`config.mk`:
```
export PLATFORM = sky130hd
export DESIGN_NAME = dcc_regs
export DESIGN_NICKNAME = d
export VERILOG_FILES = /design/src/rtl/dcc_pkg.sv /design/src/rtl/dcc_regs.sv
export SDC_FILE = /design/constraint.sdc
export NUM_CORES = 1
export LEC_CHECK = 0
export BUFFER_PORTS_ARGS = -buffer_cell sky130_fd_sc_hd__buf_4
export CORE_AREA = 2 2 87 64
export DETAILED_ROUTE_END_ITERATION = 8
export DIE_AREA = 0 0 89 66
export PLACE_DENSITY_LB_ADDON = 0.2
export SYNTH_ARGS = -nofsm -noshare
export SYNTH_HDL_FRONTEND = slang
export SYNTH_SLANG_ARGS = --single-unit
export TNS_END_PERCENT = 1
```
`constraint.sdc`:
```
create_clock -name clk_sys -period 2.05 [get_ports clk_sys]
set_input_delay 0.205 -clock clk_sys [delete_from_list [all_inputs] [get_ports clk_sys]]
set_output_delay 0.205 -clock clk_sys [all_outputs]
set_load 0.05 [all_outputs]
```
`src/rtl/dcc_pkg.sv`:
```
`default_nettype none
package dcc_pkg;
  // ---------------------------------------------------------------
  // register map (byte-wide registers on the serial host port)
  // ---------------------------------------------------------------
  localparam logic [7:0] DCC_ADDR_A_MODE = 8'h02;
  localparam logic [7:0] DCC_ADDR_A_LIMIT = 8'h03;
  localparam logic [7:0] DCC_ADDR_B_MODE = 8'h04;
  // ---------------------------------------------------------------
  // field positions
  // ---------------------------------------------------------------
  localparam int DCC_BIT_ENABLE = 0;
  localparam int DCC_BIT_SRC_LO = 1;
  localparam int DCC_BIT_SRC_HI = 2;
  localparam int DCC_BIT_DISCHARGE = 3;
  localparam int DCC_BIT_FPWM = 4;
  localparam int DCC_BIT_MULTIPHASE = 5;
  localparam int DCC_BIT_SLEW_LO = 0;
  localparam int DCC_BIT_SLEW_HI = 2;
  localparam int DCC_BIT_ILIM_LO = 3;
  localparam int DCC_BIT_ILIM_HI = 5;
  // ---------------------------------------------------------------
  // writable masks and fixed reset parts
  // ---------------------------------------------------------------
  localparam logic [7:0] DCC_MASK_A_MODE = 8'hff;
  localparam logic [7:0] DCC_MASK_B_MODE = 8'hff;
  localparam logic [7:0] DCC_MASK_LIMIT = 8'hff;
  localparam logic [7:0] DCC_DISCHARGE_RESET = 8'h08;
  localparam logic [7:0] DCC_LIMIT_RESET = 8'h1a;
  localparam logic [7:0] DCC_B_MODE_RESET = 8'h08;
  // ---------------------------------------------------------------
  // enable source codes and reserved codes
  // ---------------------------------------------------------------
  typedef enum logic [1:0] {
    DCC_SRC_BIT_ONLY = 2'b00,
    DCC_SRC_PIN_1 = 2'b01,
    DCC_SRC_PIN_2 = 2'b10,
    DCC_SRC_PIN_3 = 2'b11
  } dcc_src_type;
  localparam logic [2:0] DCC_ILIM_RESERVED = 3'h7;
  localparam logic [2:0] DCC_SLEW_FIRST_VALID = 3'h2;
endpackage
`default_nettype wire

```
`src/rtl/dcc_regs.sv`:
```
`default_nettype none
module dcc_regs
  import dcc_pkg::*;
(
  input wire logic clk_sys, // register clock, 200 MHz
  input wire logic reset, // synchronous, active high
  input wire logic [7:0] otp_a_mode, // one-time defaults for converter a mode register
  input wire logic [7:0] otp_a_limit, // one-time defaults for limit and slew
  input wire logic [7:0] otp_b_mode, // one-time defaults for converter b mode register
  input wire logic reg_write, // host write strobe, one cycle
  input wire logic reg_read, // host read strobe, one cycle
  input wire logic [7:0] reg_addr, // register offset
  input wire logic [7:0] reg_wdata, // write data
  output logic [7:0] reg_rdata, // read data, valid the cycle after the read
  input wire logic enable_pin_1, // external enable pin 1
  input wire logic enable_pin_2, // external enable pin 2
  input wire logic enable_pin_3, // external enable pin 3
  output logic converter_a_on, // effective enable of converter a
  output logic converter_b_on, // effective enable of converter b
  output logic conv_a_forced_pwm, // converter a forced pwm
  output logic conv_b_forced_pwm, // converter b forced pwm
  output logic conv_a_forced_multiphase, // converter a forced two-phase
  output logic conv_a_discharge_on, // converter a discharge resistor connected
  output logic conv_b_discharge_on, // converter b discharge resistor connected
  output logic [2:0] conv_a_peak_current_limit, // converter a limit code
  output logic [2:0] conv_a_ramp_rate // converter a slew code
);
  import dcc_pkg::*;

  logic [7:0] conv_a_mode_enable_ctrl;
  logic [7:0] conv_a_limit_slew_ctrl;
  logic [7:0] conv_b_mode_enable_ctrl;
  logic [2:0] pin_meta;
  logic [2:0] pin_sync;
  logic next_a_on;
  logic next_b_on;

  // pick the qualifying pin for a mode register
  function automatic logic dcc_qualified(input logic [7:0] mode, input logic [2:0] pins);
    logic gate;
    gate = 1'b1;
    case (dcc_src_type'(mode[DCC_BIT_SRC_HI:DCC_BIT_SRC_LO]))
      DCC_SRC_BIT_ONLY: gate = 1'b1;
      DCC_SRC_PIN_1: gate = pins[0];
      DCC_SRC_PIN_2: gate = pins[1];
      DCC_SRC_PIN_3: gate = pins[2];
      default: gate = 1'b0;
    endcase
    return mode[DCC_BIT_ENABLE] & gate;
  endfunction

  // ---------------------------------------------------------------
  // host writes
  // ---------------------------------------------------------------
  // defaults are reloaded from one-time memory at each reset; discharge default is constant
  always_ff @(posedge clk_sys) begin
    if (reset) begin
      conv_a_mode_enable_ctrl <= (otp_a_mode & ~DCC_DISCHARGE_RESET) | DCC_DISCHARGE_RESET;
    end else if (reg_write && reg_addr == DCC_ADDR_A_MODE) begin
      conv_a_mode_enable_ctrl <= reg_wdata & DCC_MASK_A_MODE;
    end
  end

  // limit takes effect on write with no need to stop the converter
  always_ff @(posedge clk_sys) begin
    if (reset) begin
      conv_a_limit_slew_ctrl <= otp_a_limit;
    end else if (reg_write && reg_addr == DCC_ADDR_A_LIMIT) begin
      conv_a_limit_slew_ctrl <= reg_wdata & DCC_MASK_LIMIT;
    end
  end

  // converter b mode register: same layout, spare bits 7-5 are kept so software reads back what it wrote
  always_ff @(posedge clk_sys) begin
    if (reset) begin
      conv_b_mode_enable_ctrl <= (otp_b_mode & ~DCC_DISCHARGE_RESET) | DCC_DISCHARGE_RESET;
    end else if (reg_write && reg_addr == DCC_ADDR_B_MODE) begin
      conv_b_mode_enable_ctrl <= reg_wdata & DCC_MASK_B_MODE;
    end
  end

  // ---------------------------------------------------------------
  // host reads
  // ---------------------------------------------------------------
  // unmapped offsets read zero
  always_ff @(posedge clk_sys) begin
    if (reset) begin
      reg_rdata <= 8'h00;
    end else if (reg_read) begin
      case (reg_addr)
        DCC_ADDR_A_MODE: reg_rdata <= conv_a_mode_enable_ctrl;
        DCC_ADDR_A_LIMIT: reg_rdata <= conv_a_limit_slew_ctrl;
        DCC_ADDR_B_MODE: reg_rdata <= conv_b_mode_enable_ctrl;
        default: reg_rdata <= 8'h00;
      endcase
    end
  end

  // ---------------------------------------------------------------
  // enable pins
  // ---------------------------------------------------------------
  // two stages: pins are asynchronous in practice, so the first stage only feeds the second
  always_ff @(posedge clk_sys) begin
    if (reset) begin
      pin_meta <= 3'h0;
      pin_sync <= 3'h0;
    end else begin
      pin_meta <= {enable_pin_3, enable_pin_2, enable_pin_1};
      pin_sync <= pin_meta;
    end
  end

  assign next_a_on = dcc_qualified(conv_a_mode_enable_ctrl, pin_sync);
  assign next_b_on = dcc_qualified(conv_b_mode_enable_ctrl, pin_sync);

  // ---------------------------------------------------------------
  // converter controls
  // ---------------------------------------------------------------
  // registered so the power stage never sees a decode glitch
  always_ff @(posedge clk_sys) begin
    if (reset) begin
      converter_a_on <= 1'b0;
      converter_b_on <= 1'b0;
      conv_a_discharge_on <= 1'b0;
      conv_b_discharge_on <= 1'b0;
    end else begin
      converter_a_on <= next_a_on;
      converter_b_on <= next_b_on;
      conv_a_discharge_on <= ~next_a_on & conv_a_mode_enable_ctrl[DCC_BIT_DISCHARGE];
      conv_b_discharge_on <= ~next_b_on & conv_b_mode_enable_ctrl[DCC_BIT_DISCHARGE];
    end
  end

  // mode, limit and slew codes pass on unchanged; reserved codes are the analog side's concern
  always_ff @(posedge clk_sys) begin
    if (reset) begin
      conv_a_forced_pwm <= 1'b0;
      conv_b_forced_pwm <= 1'b0;
      conv_a_forced_multiphase <= 1'b0;
      conv_a_peak_current_limit <= 3'h0;
      conv_a_ramp_rate <= 3'h0;
    end else begin
      conv_a_forced_pwm <= conv_a_mode_enable_ctrl[DCC_BIT_FPWM];
      conv_b_forced_pwm <= conv_b_mode_enable_ctrl[DCC_BIT_FPWM];
      conv_a_forced_multiphase <= conv_a_mode_enable_ctrl[DCC_BIT_MULTIPHASE];
      conv_a_peak_current_limit <= conv_a_limit_slew_ctrl[DCC_BIT_ILIM_HI:DCC_BIT_ILIM_LO];
      conv_a_ramp_rate <= conv_a_limit_slew_ctrl[DCC_BIT_SLEW_HI:DCC_BIT_SLEW_LO];
    end
  end
endmodule
`default_nettype wire

```
==> impl_metrics.toml <==
[clock_network]
cts_tree = "built"
clk_path_buf_depth = 2
post_cts_buffers = 0
cts_sinks = 51
cts_root_buffer = "clkbuf_8"
cts_max_level = 2
cts_resized = 0
insertion_delay_ns = 0.30
cts_buffers = 5
postCtsHoldBufs = 0
clk_pin_slew_worst_paths_ns = 0.09

[placement]
portBuffers = 65
gp_congestion = 0.744
dp_hpwl_um = 3380

[route]
drtPass1Iterations = 4
final_antenna_net_count = 0
num_vias = 1595
drt_iter0_drc = 61
wl_per_cell_um = 13.8
wl_um = 4620
drc_errors = 0
viasPerCell = 4.76

[final_layout]
syn_to_final_growth_pct = 32.4
nets = 309
drive_above_1_share_pct = 33.1
antennaDiodeCount = 0
fill_cells = 463

[sta]
tns_ns = 0
setup_viol_count_final = 0
tightest_slew_ns = 0.457
relSlewSlack_pct = 69.5
fin_crit_sh_pct = 66.0
rsz0062_at_grt = "no"
min_period_ns = 1.35
finalClockSkew_ns = 0.00268
fmax_mhz = 739
slew_viol_final = 0
hold_violations = 0

[synthesis]
ys.flop_type = "dfxtp_1"
postSynthCellCount = 194
synthDistinctLibCells = 31
synth_nets = 241
synthTopCellsByArea = "edfxtp_1 30%, dfxtp_1 27%, nor2b_1 6.0%, nand2_1 4.8%, nand2b_1 3.7%"
synth_top_area_cell = "edfxtp_1"
ys_ff_latch = 51
yosys_warnings = 0
avgSynthCellArea_um2 = 11.2
async_reset_ff_share_pct = 0
seq_area_frac_synth_pct = 57.1
yosysMostFrequentCell = "dfxtp_1"
synth_common_cells = "29 x dfxtp_1, 28 x nand2_1, 22 x edfxtp_1, 21 x nor2b_1, 13 x nand2b_1"
synth_top_area_share_pct = 30.4
synth_edf_count = 22
syn_area_um2 = 2170

[global_routing]
grt_remaining_overflow = 0
grt_pass1_wl_um = 7330
grt_max_degree = 38
grt_pass1_vias = 1574
antenna_found_initial = 0
grt_use_total_pct = 16.9

[power]
power.share.clock_pct = 35.4
intPower_mw = 1.75
report.power.total_mw = 2.26
p_comb_share_pct = 13.8
seqPwrFrac_pct = 50.8
power.leakage_nw = 1.18
swShare_pct = 22.4
powerDensity_nw_per_um2 = 786
vdd_ir_drop_max_v = 0.000285
p_sw_mw = 0.507

[worst_setup_path]
cp_max_fo = 8
criticalPathCategory = "in -> reg"
required_ns = 2.00
end_kind = "flip-flop"
crit_arrival_ns = 1.31
crit_path_start_kind = "input pin"

[die]
ioPinCount = 68
die_h_um = 66
rows = 22
die_w_um = 89
fp.coreArea_um2 = 5060
initial_core_util_pct = 42.9
fp.dieArea_um2 = 5870

[status]
outcome = "finished, final reports clean"

[flow_run]
cap_violations = 0

[worst_hold_path]
hp-class = "in -> reg"
==> placed cells by master (no fill, tap or decap), drive strengths merged, types with 3 or more instances in the layout <==
cell	count
a221oi	4
mux2i	4
o21ai	14
edfxtp	22
clkbuf	6
a211oi	6
dfxtp	29
nor3b	5
buf	71
inv	6
mux2	9
nor4b	3
nor2	5
nand2	28
a22oi	4
o32ai	4
nor2b	21
nand2b	13
==> per-stage QoR <==
| stage | std cells | setup slack [ns] | instance area, um^2 | utilization (%) | hold slack (ns) |
|---|---|---|---|---|---|
| 4_1_cts | 335 | 0.685 | 2880 | 56.8 | 0.106 |
| 6_report | 335 | 0.696 | 2880 | 56.8 | 0.112 |
| 2_1_floorplan | 194 | 0.667 | 2170 | - | 0.333 |
| 5_1_grt | 335 | 0.621 | 2880 | 56.8 | 0.122 |
| 3_3_place_gp | 327 | 0.403 | 2740 | 54.2 | 0.416 |
| 3_5_place_dp | 327 | 0.375 | 2740 | 54.2 | 0.423 |
==> sequential cells by signal (all words and copies together), names as in the netlist <==
name and cells:
conv_b_discharge_on 1, conv_a_limit_slew_ctrl 8, conv_b_forced_pwm 1, conv_a_forced_pwm 1
converter_b_on 1, conv_a_forced_multiphase 1, reg_rdata 8, conv_a_discharge_on 1
conv_a_ramp_rate 3, pin_sync 3, conv_a_peak_current_limit 3, converter_a_on 1
pin_meta 3, conv_b_mode_enable_ctrl 8, conv_a_mode_enable_ctrl 8
==> layout make-up <==
| cell class | count | area [um^2] | area share, % |
|---|---|---|---|
| Clock inverter | 2 | 60.1 | 2.09 |
| Tap cell | 72 | 90.1 | 3.13 |
| Timing Repair Buffer | 71 | 533 | 18.5 |
| Inverter | 6 | 22.5 | 0.783 |
| Clock buffer | 6 | 72.6 | 2.52 |
| Sequential cell | 51 | 1240 | 43.1 |
| Multi-Input combinational cell | 127 | 857 | 29.8 |
==> routing by layer <==
layer	up-vias	global-route usage [%]	share of wire, %	wire length (um)
met5	-	0	0	0
met2	46	25.4	44	2040
met4	0	6.90	1.1	53
met3	5	4.12	5.0	231
met1	723	23.5	50	2290
li1	821	-	-	-
==> final timing paths <==
| path | slack, ns | cells after the start | endpoint | start |
|---|---|---|---|---|
| max | 0.70 | 3 | conv_a_limit_slew_ctrl[5]$_DFFE_PP_ | reg_addr[5] |
| min | 0.11 | 2 | pin_meta[2]$_SDFF_PP0_ | enable_pin_3 |
| max reg2reg | 0.87 | 3 | reg_rdata[2]$_SDFFE_PP0P_ | conv_a_mode_enable_ctrl[2]$_DFFE_PP_ |
| min reg2reg | 0.44 | 1 | pin_sync[2]$_SDFF_PP0_ | pin_meta[2]$_SDFF_PP0_ |
==> power groups by stage <==
stage	logic [mW]	clock network, mW	registers [mW]
floorplan	0.120	0	1.23
global placement	0.311	0	1.17
detailed placement	0.313	0	1.17
CTS	0.314	0.820	1.15
global route	0.337	0.855	1.16
finish	0.311	0.801	1.15
==> worst max-delay path, stage by stage <==
cell     delay, ns
buf_4         0.13
nor4b_2       0.44
a41o_1        0.53
==> cells by family after synthesis <==
family | synth area share, %
AOI/OAI and AO/OA | 11.5
buffers and inverters | 3.40
DFF | 57.1
muxes | 6.51
and+or+nand+nor | 21.5
Note: power is estimated with default switching activity, not from simulation.
